## config.mk

```make
export PLATFORM = sky130hd
export DESIGN_NAME = tape_seq
export DESIGN_NICKNAME = d
export VERILOG_FILES = /design/src/design/tape_seq_pkg.sv /design/src/design/tape_interval_timer.sv /design/src/design/tape_seq.sv
export SDC_FILE = /design/constraint.sdc
export NUM_CORES = 1
export LEC_CHECK = 0
export ABC_AREA = 1
export BUFFER_PORTS_ARGS = -buffer_cell sky130_fd_sc_hd__buf_4
export CAP_MARGIN = 10
export CORE_MARGIN = 1.5
export CORE_UTILIZATION = 59
export DETAILED_ROUTE_END_ITERATION = 8
export HOLD_SLACK_MARGIN = 0.15
export PLACE_DENSITY = 0.91
export SLEW_MARGIN = 20
export SYNTH_ARGS = -nofsm -noshare
export SYNTH_HDL_FRONTEND = slang
export SYNTH_SLANG_ARGS = --single-unit
export TNS_END_PERCENT = 30
```

## constraint.sdc

```tcl
create_clock -name clk_sys -period 3.6 [get_ports clk_sys]
set_input_delay 0.36 -clock clk_sys [delete_from_list [all_inputs] [get_ports clk_sys]]
set_output_delay 0.36 -clock clk_sys [all_outputs]
set_load 0.02 [all_outputs]
```

## src/design/tape_seq_pkg.sv

```systemverilog
package tape_seq_pkg;
  // clock and timing
  localparam int CLK_PERIOD_NS = 20;
  localparam int START_DELAY_US = 5000;
  localparam int STOP_DELAY_US = 3000;
  localparam int CHAR_PERIOD_NS = 28000;
  localparam int SKEW_DELAY_NS = 8000;
  localparam int CHAR_CYC = CHAR_PERIOD_NS / CLK_PERIOD_NS;
  localparam int SKEW_CYC = (SKEW_DELAY_NS + CLK_PERIOD_NS - 1) / CLK_PERIOD_NS;
  localparam logic [10:0] CHAR_RELOAD = 11'(CHAR_CYC - 1);
  localparam logic [8:0] SKEW_RELOAD = 9'(SKEW_CYC - 1);
  localparam logic [1:0] EOR_GAP_LAST = 2'h3;

  // register port addresses
  localparam logic [1:0] ADDR_CMD = 2'h0;
  localparam logic [1:0] ADDR_GO = 2'h1;
  localparam logic [1:0] ADDR_STATUS = 2'h2;

  // command register layout
  localparam logic [11:0] CMD_RESET = 12'h000;
  localparam int CMD_FUNC_LSB = 0;
  localparam int CMD_NINE_TRACK = 3;
  localparam int CMD_DENS_LSB = 4;
  localparam int CMD_PARITY_ODD = 6;
  localparam int CMD_UNIT_LSB = 7;
  localparam int CMD_IE_DONE = 10;
  localparam int CMD_IE_ERR = 11;
  localparam logic [2:0] FUNC_NOP = 3'h0;
  localparam logic [2:0] FUNC_READ = 3'h1;
  localparam logic [2:0] FUNC_WRITE = 3'h2;
  localparam logic [1:0] DENS_800 = 2'h3;

  // status register layout
  localparam int STAT_ERROR = 0;
  localparam int STAT_ILLEGAL = 3;
  localparam int STAT_PARITY = 4;
  localparam int STAT_LATE = 9;
  localparam int STAT_DONE = 11;

  typedef enum logic [2:0] {
    S_IDLE = 3'b000,
    S_ACCEL = 3'b001,
    S_WRITE = 3'b010,
    S_GAP = 3'b011,
    S_WAIT_EOR = 3'b100,
    S_READ = 3'b101,
    S_DECEL = 3'b110
  } seq_state_t;
endpackage

```

## src/design/tape_interval_timer.sv

```systemverilog
`timescale 1ns/1ps
module tape_interval_timer
  import tape_seq_pkg::*;
(
  input wire logic clk_sys,
  input wire logic sys_rst,
  input wire logic start,
  input wire logic [23:0] length,
  output logic busy,
  output logic done
);
  logic [23:0] cnt_q;
  logic busy_q;

  always_ff @(posedge clk_sys) begin
    if (sys_rst) begin
      cnt_q <= 24'h000000;
      busy_q <= 1'b0;
    end else if (start) begin
      cnt_q <= length;
      busy_q <= 1'b1;
    end else if (busy_q) begin
      cnt_q <= cnt_q - 24'h000001;
      if (cnt_q == 24'h000001) begin
        busy_q <= 1'b0;
      end
    end
  end

  assign busy = busy_q;
  assign done = busy_q && (cnt_q == 24'h000001);
endmodule // tape_interval_timer

```

## src/design/tape_seq.sv

```systemverilog
`timescale 1ns/1ps
module tape_seq
  import tape_seq_pkg::*;
#(
  parameter int START_CYC = START_DELAY_US * 1000 / CLK_PERIOD_NS,
  parameter int STOP_CYC = STOP_DELAY_US * 1000 / CLK_PERIOD_NS
) (
  input wire logic clk_sys,
  input wire logic sys_rst,
  input wire logic [1:0] reg_addr,
  input wire logic [17:0] reg_wdata,
  input wire logic reg_wr,
  input wire logic reg_rd,
  output logic [17:0] reg_rdata,
  output logic dch_word_req,
  input wire logic dch_ack,
  input wire logic [17:0] dch_wdata,
  output logic [17:0] dch_rdata,
  input wire logic dch_wc_zero,
  output logic irq,
  output logic skip_job_done,
  output logic skip_transport_ready,
  output logic skip_controller_ready,
  output logic skip_error,
  output logic [2:0] tp_unit,
  input wire logic tp_ready,
  output logic tp_move,
  output logic tp_write_enable,
  output logic [8:0] tp_head,
  output logic tp_record,
  input wire logic [8:0] tp_read_pulse,
  input wire logic tp_eor
);
  seq_state_t state_q, state_d;
  logic [11:0] cmd_q, hold_q;
  logic strobe_q, go_q, done_q, illegal_q, parity_q, late_q, word_req_q, last_word_q;
  logic wr_en_q, move_q, record_q;
  logic [17:0] dbuf_q, rd_word_q, dbuf_sh, rdata_q;
  logic [1:0] cc_q, gap_q;
  logic [10:0] tick_q;
  logic [8:0] skew_q, rx_q, wbuf_q, wr_bits;
  logic skew_busy_q;
  logic [7:0] char_d, rx_ch;
  logic [2:0] func;
  logic nine, odd, cmd_legal, err, cmd_wr, go_wr, clear_all, go_ok;
  logic tick, wr_char, late_wr, cc_last, rd_strobe, rd_char, rd_full, late_rd, longitudinal_parity_character;
  logic tmr_start, tmr_done, rx_par;

  assign func = cmd_q[CMD_FUNC_LSB +: 3];
  assign nine = cmd_q[CMD_NINE_TRACK];
  assign odd = cmd_q[CMD_PARITY_ODD];
  assign tp_unit = cmd_q[CMD_UNIT_LSB +: 3];
  assign err = illegal_q | parity_q | late_q;

  // legality settles from the command register alone, ahead of go
  assign cmd_legal = ((func == FUNC_READ) || (func == FUNC_WRITE))
                     && (!nine || (cmd_q[CMD_DENS_LSB +: 2] == DENS_800));
  assign cmd_wr = reg_wr && (reg_addr == ADDR_CMD);
  assign go_wr = reg_wr && (reg_addr == ADDR_GO);
  assign clear_all = cmd_wr && !go_q;
  assign go_ok = go_wr && !go_q && cmd_legal && tp_ready && !strobe_q;

  // command register: clear pulse first, strobe of the held word next cycle
  always_ff @(posedge clk_sys) begin
    if (sys_rst) begin
      cmd_q <= CMD_RESET;
      hold_q <= CMD_RESET;
      strobe_q <= 1'b0;
    end else begin
      strobe_q <= clear_all;
      if (clear_all) begin
        hold_q <= reg_wdata[11:0];
      end
      if (strobe_q) begin
        cmd_q <= hold_q;
      end else if (clear_all) begin
        cmd_q <= CMD_RESET;
      end
    end
  end

  // flags: set wins over the clear-all pulse
  always_ff @(posedge clk_sys) begin
    if (sys_rst) begin
      illegal_q <= 1'b0;
      parity_q <= 1'b0;
      late_q <= 1'b0;
      done_q <= 1'b0;
    end else begin
      if (clear_all) begin
        illegal_q <= 1'b0;
        parity_q <= 1'b0;
        late_q <= 1'b0;
        done_q <= 1'b0;
      end
      if ((cmd_wr && go_q && !done_q) || (go_wr && !go_q && !go_ok)) begin
        illegal_q <= 1'b1;
      end
      if (rd_char && ((^rx_ch ^ odd) != rx_par)) begin
        parity_q <= 1'b1;
      end
      if (late_wr || late_rd) begin
        late_q <= 1'b1;
      end
      if (tmr_start && (state_q != S_IDLE)) begin
        done_q <= 1'b1;
      end
    end
  end

  // go holds for the whole operation, ends with the deceleration delay
  always_ff @(posedge clk_sys) begin
    if (sys_rst) begin
      go_q <= 1'b0;
    end else if (go_ok) begin
      go_q <= 1'b1;
    end else if ((state_q == S_DECEL) && tmr_done) begin
      go_q <= 1'b0;
    end
  end

  assign tmr_start = go_ok || ((state_q != S_DECEL) && (state_d == S_DECEL));

  tape_interval_timer u_gap_timer (
    .clk_sys(clk_sys),
    .sys_rst(sys_rst),
    .start(tmr_start),
    .length(go_ok ? 24'(START_CYC) : 24'(STOP_CYC)),
    .busy(),
    .done(tmr_done)
  );

  // character clock for writing
  assign tick = ((state_q == S_WRITE) || (state_q == S_GAP)) && (tick_q == 11'h000);
  always_ff @(posedge clk_sys) begin
    if (sys_rst || tick || !((state_q == S_WRITE) || (state_q == S_GAP))) begin
      tick_q <= CHAR_RELOAD;
    end else begin
      tick_q <= tick_q - 11'h001;
    end
  end

  assign cc_last = nine ? (cc_q == 2'h1) : (cc_q == 2'h2);
  assign wr_char = (state_q == S_WRITE) && tick && !word_req_q;
  assign late_wr = (state_q == S_WRITE) && tick && word_req_q;
  assign longitudinal_parity_character = (state_q == S_GAP) && tick && (gap_q == EOR_GAP_LAST);

  // character select, high-order character first
  always_comb begin
    char_d = 8'h00;
    if (nine) begin
      char_d = (cc_q == 2'h0) ? dbuf_q[17:10] : dbuf_q[9:2];
    end else begin
      case (cc_q)
        2'h0: char_d = {2'h0, dbuf_q[17:12]};
        2'h1: char_d = {2'h0, dbuf_q[11:6]};
        default: char_d = {2'h0, dbuf_q[5:0]};
      endcase
    end
    wr_bits = nine ? {^char_d ^ odd, char_d} : {2'h0, ^char_d ^ odd, char_d[5:0]};
  end

  // write buffer, one NRZ flip-flop per channel
  genvar ch;
  generate
    for (ch = 0; ch < 9; ch++) begin : g_wbuf
      always_ff @(posedge clk_sys) begin
        if (sys_rst || clear_all || longitudinal_parity_character) begin
          wbuf_q[ch] <= 1'b0;
        end else if (wr_char && wr_en_q && wr_bits[ch]) begin
          wbuf_q[ch] <= ~wbuf_q[ch];
        end
      end
    end
  endgenerate

  // read side: skew window opened by the first transition
  assign rd_strobe = skew_busy_q && (skew_q == 9'h000);
  assign rd_char = rd_strobe && (state_q == S_READ);
  assign rd_full = rd_char && cc_last;
  assign late_rd = rd_full && word_req_q;
  assign rx_ch = nine ? rx_q[7:0] : {2'h0, rx_q[5:0]};
  assign rx_par = nine ? rx_q[8] : rx_q[6];
  assign dbuf_sh = nine ? {dbuf_q[9:2], rx_ch, 2'h0} : {dbuf_q[11:0], rx_ch[5:0]};

  always_ff @(posedge clk_sys) begin
    if (sys_rst || (state_q != S_READ)) begin
      skew_busy_q <= 1'b0;
      skew_q <= SKEW_RELOAD;
      rx_q <= 9'h000;
    end else if (rd_strobe) begin
      skew_busy_q <= 1'b0;
      rx_q <= 9'h000;
    end else if (skew_busy_q) begin
      skew_q <= skew_q - 9'h001;
      rx_q <= rx_q | tp_read_pulse;
    end else if (|tp_read_pulse) begin
      skew_busy_q <= 1'b1;
      skew_q <= SKEW_RELOAD;
      rx_q <= tp_read_pulse;
    end
  end

  // data buffer and character counter
  always_ff @(posedge clk_sys) begin
    if (sys_rst || clear_all) begin
      dbuf_q <= 18'h00000;
      rd_word_q <= 18'h00000;
      cc_q <= 2'h0;
    end else begin
      if (go_ok) begin
        cc_q <= 2'h0;
      end else if (wr_char || rd_char) begin
        cc_q <= cc_last ? 2'h0 : cc_q + 2'h1;
      end
      if (dch_ack && (func == FUNC_WRITE)) begin
        dbuf_q <= dch_wdata;
      end else if (rd_char) begin
        dbuf_q <= dbuf_sh;
      end
      if (rd_full) begin
        rd_word_q <= dbuf_sh;
      end
    end
  end

  // word request to the data channel; a new request wins over an ack
  always_ff @(posedge clk_sys) begin
    if (sys_rst || clear_all) begin
      word_req_q <= 1'b0;
      last_word_q <= 1'b0;
    end else begin
      if (go_ok) begin
        last_word_q <= 1'b0;
      end else if (dch_wc_zero) begin
        last_word_q <= 1'b1;
      end
      if ((go_ok && (func == FUNC_WRITE))
          || (wr_char && cc_last && !last_word_q)
          || (rd_full && (state_d == S_READ))) begin
        word_req_q <= 1'b1;
      end else if (dch_ack) begin
        word_req_q <= 1'b0;
      end
    end
  end

  // operation sequencer
  always_comb begin
    state_d = state_q;
    case (state_q)
      S_IDLE: if (go_ok) state_d = S_ACCEL;
      S_ACCEL: if (tmr_done) state_d = (func == FUNC_WRITE) ? S_WRITE : S_READ;
      S_WRITE: if (late_wr || (wr_char && cc_last && last_word_q)) state_d = S_GAP;
      S_GAP: if (longitudinal_parity_character) state_d = S_WAIT_EOR;
      S_WAIT_EOR: if (tp_eor) state_d = S_DECEL;
      S_READ: begin
        if (tp_eor) begin
          state_d = S_DECEL;
        end else if (late_rd) begin
          state_d = S_WAIT_EOR;
        end
      end
      S_DECEL: if (tmr_done) state_d = S_IDLE;
      default: state_d = S_IDLE;
    endcase
  end

  always_ff @(posedge clk_sys) begin
    if (sys_rst) begin
      state_q <= S_IDLE;
      gap_q <= 2'h0;
    end else begin
      state_q <= state_d;
      if (state_q != S_GAP) begin
        gap_q <= 2'h0;
      end else if (tick) begin
        gap_q <= gap_q + 2'h1;
      end
    end
  end

  // transport drive
  always_ff @(posedge clk_sys) begin
    if (sys_rst) begin
      wr_en_q <= 1'b0;
      move_q <= 1'b0;
      record_q <= 1'b0;
    end else begin
      wr_en_q <= (state_d == S_WRITE) || (state_d == S_GAP) || longitudinal_parity_character;
      move_q <= (state_d != S_IDLE) && (state_d != S_DECEL);
      record_q <= (wr_char && wr_en_q) || longitudinal_parity_character;
    end
  end

  assign tp_write_enable = wr_en_q;
  assign tp_move = move_q;
  assign tp_record = record_q;
  assign tp_head = wbuf_q;
  assign dch_word_req = word_req_q;
  assign dch_rdata = rd_word_q;

  // register reads, data valid only in the cycle after the strobe
  always_ff @(posedge clk_sys) begin
    if (sys_rst || !reg_rd) begin
      rdata_q <= 18'h00000;
    end else begin
      case (reg_addr)
        ADDR_CMD: rdata_q <= {6'h00, cmd_q};
        ADDR_STATUS: begin
          rdata_q <= 18'h00000;
          rdata_q[STAT_ERROR] <= err;
          rdata_q[STAT_ILLEGAL] <= illegal_q;
          rdata_q[STAT_PARITY] <= parity_q;
          rdata_q[STAT_LATE] <= late_q;
          rdata_q[STAT_DONE] <= done_q;
        end
        default: rdata_q <= 18'h00000;
      endcase
    end
  end
  assign reg_rdata = rdata_q;

  assign irq = (done_q && cmd_q[CMD_IE_DONE]) || (err && cmd_q[CMD_IE_ERR]);
  assign skip_job_done = done_q;
  assign skip_transport_ready = tp_ready;
  assign skip_controller_ready = !go_q;
  assign skip_error = err;

  property p_load_cmd;
    @(posedge clk_sys) disable iff (sys_rst)
    clear_all |=> !done_q && !err ##1 cmd_q == $past(reg_wdata[11:0], 2);
  endproperty
  a_load_cmd: assert property (p_load_cmd) else $error("command load sequence wrong");

  property p_go_gate;
    @(posedge clk_sys) disable iff (sys_rst)
    go_wr && !go_q && !(cmd_legal && tp_ready && !strobe_q) |=> !go_q && illegal_q;
  endproperty
  a_go_gate: assert property (p_go_gate) else $error("illegal go was accepted");

  property p_start;
    @(posedge clk_sys) disable iff (sys_rst)
    go_ok |=> tp_move && (state_q == S_ACCEL) && !tp_write_enable && go_q;
  endproperty
  a_start: assert property (p_start) else $error("go did not start motion");

  property p_first_req;
    @(posedge clk_sys) disable iff (sys_rst)
    go_ok && (func == FUNC_WRITE) |=> dch_word_req ##1 (dch_word_req || $past(dch_ack));
  endproperty
  a_first_req: assert property (p_first_req) else $error("no word request in start delay");

  property p_split;
    @(posedge clk_sys) disable iff (sys_rst)
    wr_char && !nine && (cc_q == 2'h0)
      |=> tp_head[5:0] == ($past(tp_head[5:0]) ^ $past(dbuf_q[17:12])) && tp_record;
  endproperty
  a_split: assert property (p_split) else $error("first character not high order");

  property p_next_req;
    @(posedge clk_sys) disable iff (sys_rst)
    wr_char && cc_last && !last_word_q |=> dch_word_req && (cc_q == 2'h0);
  endproperty
  a_next_req: assert property (p_next_req) else $error("next word not requested");

  property p_longitudinal_parity_character;
    @(posedge clk_sys) disable iff (sys_rst)
    longitudinal_parity_character |=> (tp_head == 9'h000) && tp_record && tp_write_enable ##1 !tp_write_enable;
  endproperty
  a_longitudinal_parity_character: assert property (p_longitudinal_parity_character) else $error("parity character not written");

  property p_no_drive;
    @(posedge clk_sys) disable iff (sys_rst)
    !tp_write_enable && (state_q != S_GAP) && !clear_all |=> $stable(tp_head);
  endproperty
  a_no_drive: assert property (p_no_drive) else $error("head toggled without enable");

  property p_eor_stop;
    @(posedge clk_sys) disable iff (sys_rst)
    (state_q == S_WAIT_EOR) && tp_eor |=> done_q && !tp_move && go_q;
  endproperty
  a_eor_stop: assert property (p_eor_stop) else $error("end of record not handled");

  property p_skew;
    @(posedge clk_sys) disable iff (sys_rst)
    $rose(skew_busy_q) |-> !rd_strobe [*8];
  endproperty
  a_skew: assert property (p_skew) else $error("strobe before skew delay");

  property p_read_full;
    @(posedge clk_sys) disable iff (sys_rst)
    rd_full && !tp_eor |=> dch_word_req && (dch_rdata == $past(dbuf_sh));
  endproperty
  a_read_full: assert property (p_read_full) else $error("full word not offered");

  property p_go_hold;
    @(posedge clk_sys) disable iff (sys_rst)
    go_q && (state_q != S_DECEL) |=> go_q && !skip_controller_ready;
  endproperty
  a_go_hold: assert property (p_go_hold) else $error("go dropped early");
endmodule // tape_seq

```

==> qor.txt <==
Status: finished clean
Reg power frac: 47.0%
Min-delay src: reg_wdata[2]
Switching share of power: 22.8%
Worst Reg2Reg Path Length in Cells: 8
Static Leak: 3.84 nW
Buffers added on ports: 99
Worst r2r src: cmd_q[2]$_SDFFE_PP0P_
Dpl hpwl: 13200 microns
Max-slew headroom: 41.2%
Placement Cell Area: 8370 sq um
Clock group share of total power: 49.4%
Final setup vio count: 0
Pre-antenna DRT Iters: 6
Num Clock Sinks: 154
R2R setup slack: 1.12 ns
Setup TNS: 0 ns
H-tree Lvls: 4
Syn_area_per_cell: 7.16 sq um
Synth Area in Simple Gates: 30.4%
Internal power: 2.82 mW
Commonest non-fill, non-tap cell in the layout: nand2_1
RSZ-0062 raised after global routing: false
Pwr dens: 403 nW/um^2
Vias/cell: 5.48
Vias in the first global route: 6702
Cells after Synth: 1062
Die Wd: 116 microns
Total gr overflow: 0
Rows: 41
Area contributors post-synth: dfxtp_1, nand2_1, inv_1
First-pass GRT wire length: 30500 microns
Initial DRC count: 557
Root Driver: clkbuf_16
Worst Setup EP: dbuf_q[7]$_SDFFE_PP0P_
Syn-to-layout area delta: 19.3%
Highest clock rate: 403 MHz
Multiplexer area fraction after synthesis: 0%
Sequential area share after synthesis: 40.6%
Combinational fraction of design power: 3.6%
Core ar.: 12600 sq um
Sw power: 0.832 mW
Post-CTS Resized: 0
Synth Area in XOR/XNOR: 4.38%
Share of cells above drive strength 1: 15.8%
Setup crit start kind: flip-flop
Reg clk slew, reported paths: 0.06 ns
Most frequent cells in the layout: nand2_1, dfxtp_1, inv_1
Worst-path maximum fanout: 27
Number of I/O pins: 112
Post-route ant nets: 0
CTS Buf Count: 17
Final max-slew violation count: 0
Peak per-stage delay on the critical path: 0.69 ns
Largest family of logic cells by synthesized area: simple AND/OR/NAND/NOR gates
Max_cap viols: 0
Tot GR Track Use: 28.6%
Area share of the largest cell type after synthesis: 40.6%
Post-synth EDFFs: 0
Die footprint: 13600 sq um
Worst path cell trace: inv_1, nand3_1, inv_1, nand2_1, clkinv_1, nor3_1, a21oi_1, a21oi_1
Routed vias: 7347
Initial Util: 60.5%
Share of synthesized flip-flops with an asynchronous set or reset: 0%
Yosys warns: 0
Yosys top cell by area: dfxtp_1
Cell area after layout: 9070 sq um
Hold Crit Class: input port to flip-flop
WL per Instance: 14.0 microns
Adder-cell share of the synthesized area: 1.65%
Top delay family on crit path: simple AND/OR/NAND/NOR gates
Worst Path Buf+Inv: 3
GPL Wtd Cong: 0.943
CP required: 3.97 ns
Synthesized flop and latch total: 154
Remaining DRCs: 0
Worst vdd ir: 449 uV
Fin Clk Skew: 0.00744 ns
Layout Nets: 1221
Netlist cell types: 46
Worst path depth: 8
Top FF cell, synth: dfxtp_1
Critical path startpoint: cmd_q[2]$_SDFFE_PP0P_
Worst R2R End: dbuf_q[7]$_SDFFE_PP0P_
Die Height: 116 microns
Hold Violations, Final: 0
Post-CTS Setup Bufs: 0
Ant. Diodes: 0
CP Capture Type: flip-flop
Final WL: 18700 microns
Critical path class: flip-flop to flip-flop
Syn Std Cell Area: 7600 sq um
Largest net degree at the start of global routing: 46
CTS tree: built
Final Critical Period: 2.48 ns
Clk Latency, worst-skew pair: 0.44 ns
Compound-Gate Fraction of Synth Area: 13.6%
Slowest CP cell: clkinv_1
Worst EP arrival: 2.85 ns
Initial antenna violation count: 0
Worst-Margin Slew: 0.881 ns
Clock Path Buffers: 2
Ratio of final minimum period to clock period: 69.0%
Fillers: 975
==> cell usage after synthesis, types with 2 or more instances <==
master,instances
nor2_4,11
nand3_1,74
buf_4,12
nor2_2,16
xor2_1,26
o211ai_1,3
a21oi_1,77
clkinv_1,3
clkbuf_1,16
nor3_1,33
a221oi_1,2
buf_1,4
a21oi_2,2
nand4_2,2
ha_1,10
o21bai_1,2
nor4_1,5
a31oi_1,11
buf_2,9
o22ai_1,2
inv_2,8
xnor2_1,12
o21ai_0,67
nor2_1,100
nand2_1,235
a22o_1,12
dfxtp_1,154
inv_1,114
nand3_2,3
nand4_1,20
nand2_4,2
==> per-stage QoR <==
stage               worst slack, ns  util [%]  power, mW  cells  hold WS (ns)
global placement               1.22      66.6       1.87   1299         0.375
finish                         1.12      72.1       3.65   1341         0.158
floorplan                      1.67         -       1.82   1067         0.366
detailed placement             1.15      66.6       1.87   1299         0.389
CTS                            1.21      72.1       3.66   1340         0.156
global route                  0.898      72.1       3.75   1341         0.152
==> state kept, by name, summed over array words and instances (netlist names), 2 cells and up <==
name,cells
hold_q,12
cmd_q,12
tick_q,11
state_q,3
gap_q,2
tp_head,9
skew_q,9
dbuf_q,18
reg_rdata,12
cc_q,2
dch_rdata,18
rx_q,9
u_gap_timer.cnt_q,24
==> worst reg2reg max path, delay by kind of cell, from the launching register on <==
kind / cells / cell delay, ns
DFF: 1 / 0.35
AOI/OAI and AO/OA: 2 / 0.21
and+or+nand+nor: 3 / 0.95
buffers and inverters: 3 / 0.91
==> worst min-delay path by stage <==
stage	to	slack (ns)	depth (start not counted)
after floorplan	tick_q[0]$_SDFF_PP1_	0.37	1
after global placement	tick_q[0]$_SDFF_PP1_	0.38	1
after detailed placement	tick_q[0]$_SDFF_PP1_	0.39	1
after CTS	last_word_q$_SDFFE_PP0P_	0.16	3
after global routing	hold_q[3]$_SDFFE_PP0P_	0.15	2
final	hold_q[2]$_SDFFE_PP0P_	0.16	2
==> kinds of logic after synthesis <==
| logic type | after synthesis |
|---|---|
| simple gates | 507 |
| compound gates | 184 |
| buf+inv | 168 |
| flops | 154 |
| xor+xnor | 38 |
| fa+ha+maj | 10 |
| other cells | 1 |
==> final cells by class <==
class	instances	area [sq um]	area share, %
clock buffers	18	439	4.84
clock inverters	14	161	1.78
inverters	125	469	5.18
multi-input cells	745	3820	42.2
flip-flops and latches	154	3080	34.0
well taps	172	215	2.37
repair buffers	113	873	9.63
==> metal layers <==
| layer | track usage [%] | share of wire [%] | vias to the layer above |
|---|---|---|---|
| met5 | 0 | 0 | - |
| met4 | 12.4 | 2.8 | 0 |
| met3 | 7.73 | 8.4 | 58 |
| met2 | 47.1 | 47 | 335 |
| met1 | 35.4 | 42 | 3303 |
| li1 | - | - | 3651 |
==> power by group through the flow <==
stage	combinational [mW]	clock [mW]	sequential (mW)
5_1_grt	0.141	1.89	1.72
6_report	0.131	1.81	1.72
3_3_place_gp	0.118	0	1.75
3_5_place_dp	0.120	0	1.75
2_1_floorplan	0.0679	0	1.75
4_1_cts	0.127	1.81	1.72
==> timing repair <==
item,in CTS,in global routing
hold endpoints to repair,9,1
hold buffers,9,1
endpoints found under the setup margin,0,0
Note: power is estimated with default switching activity, not from simulation.
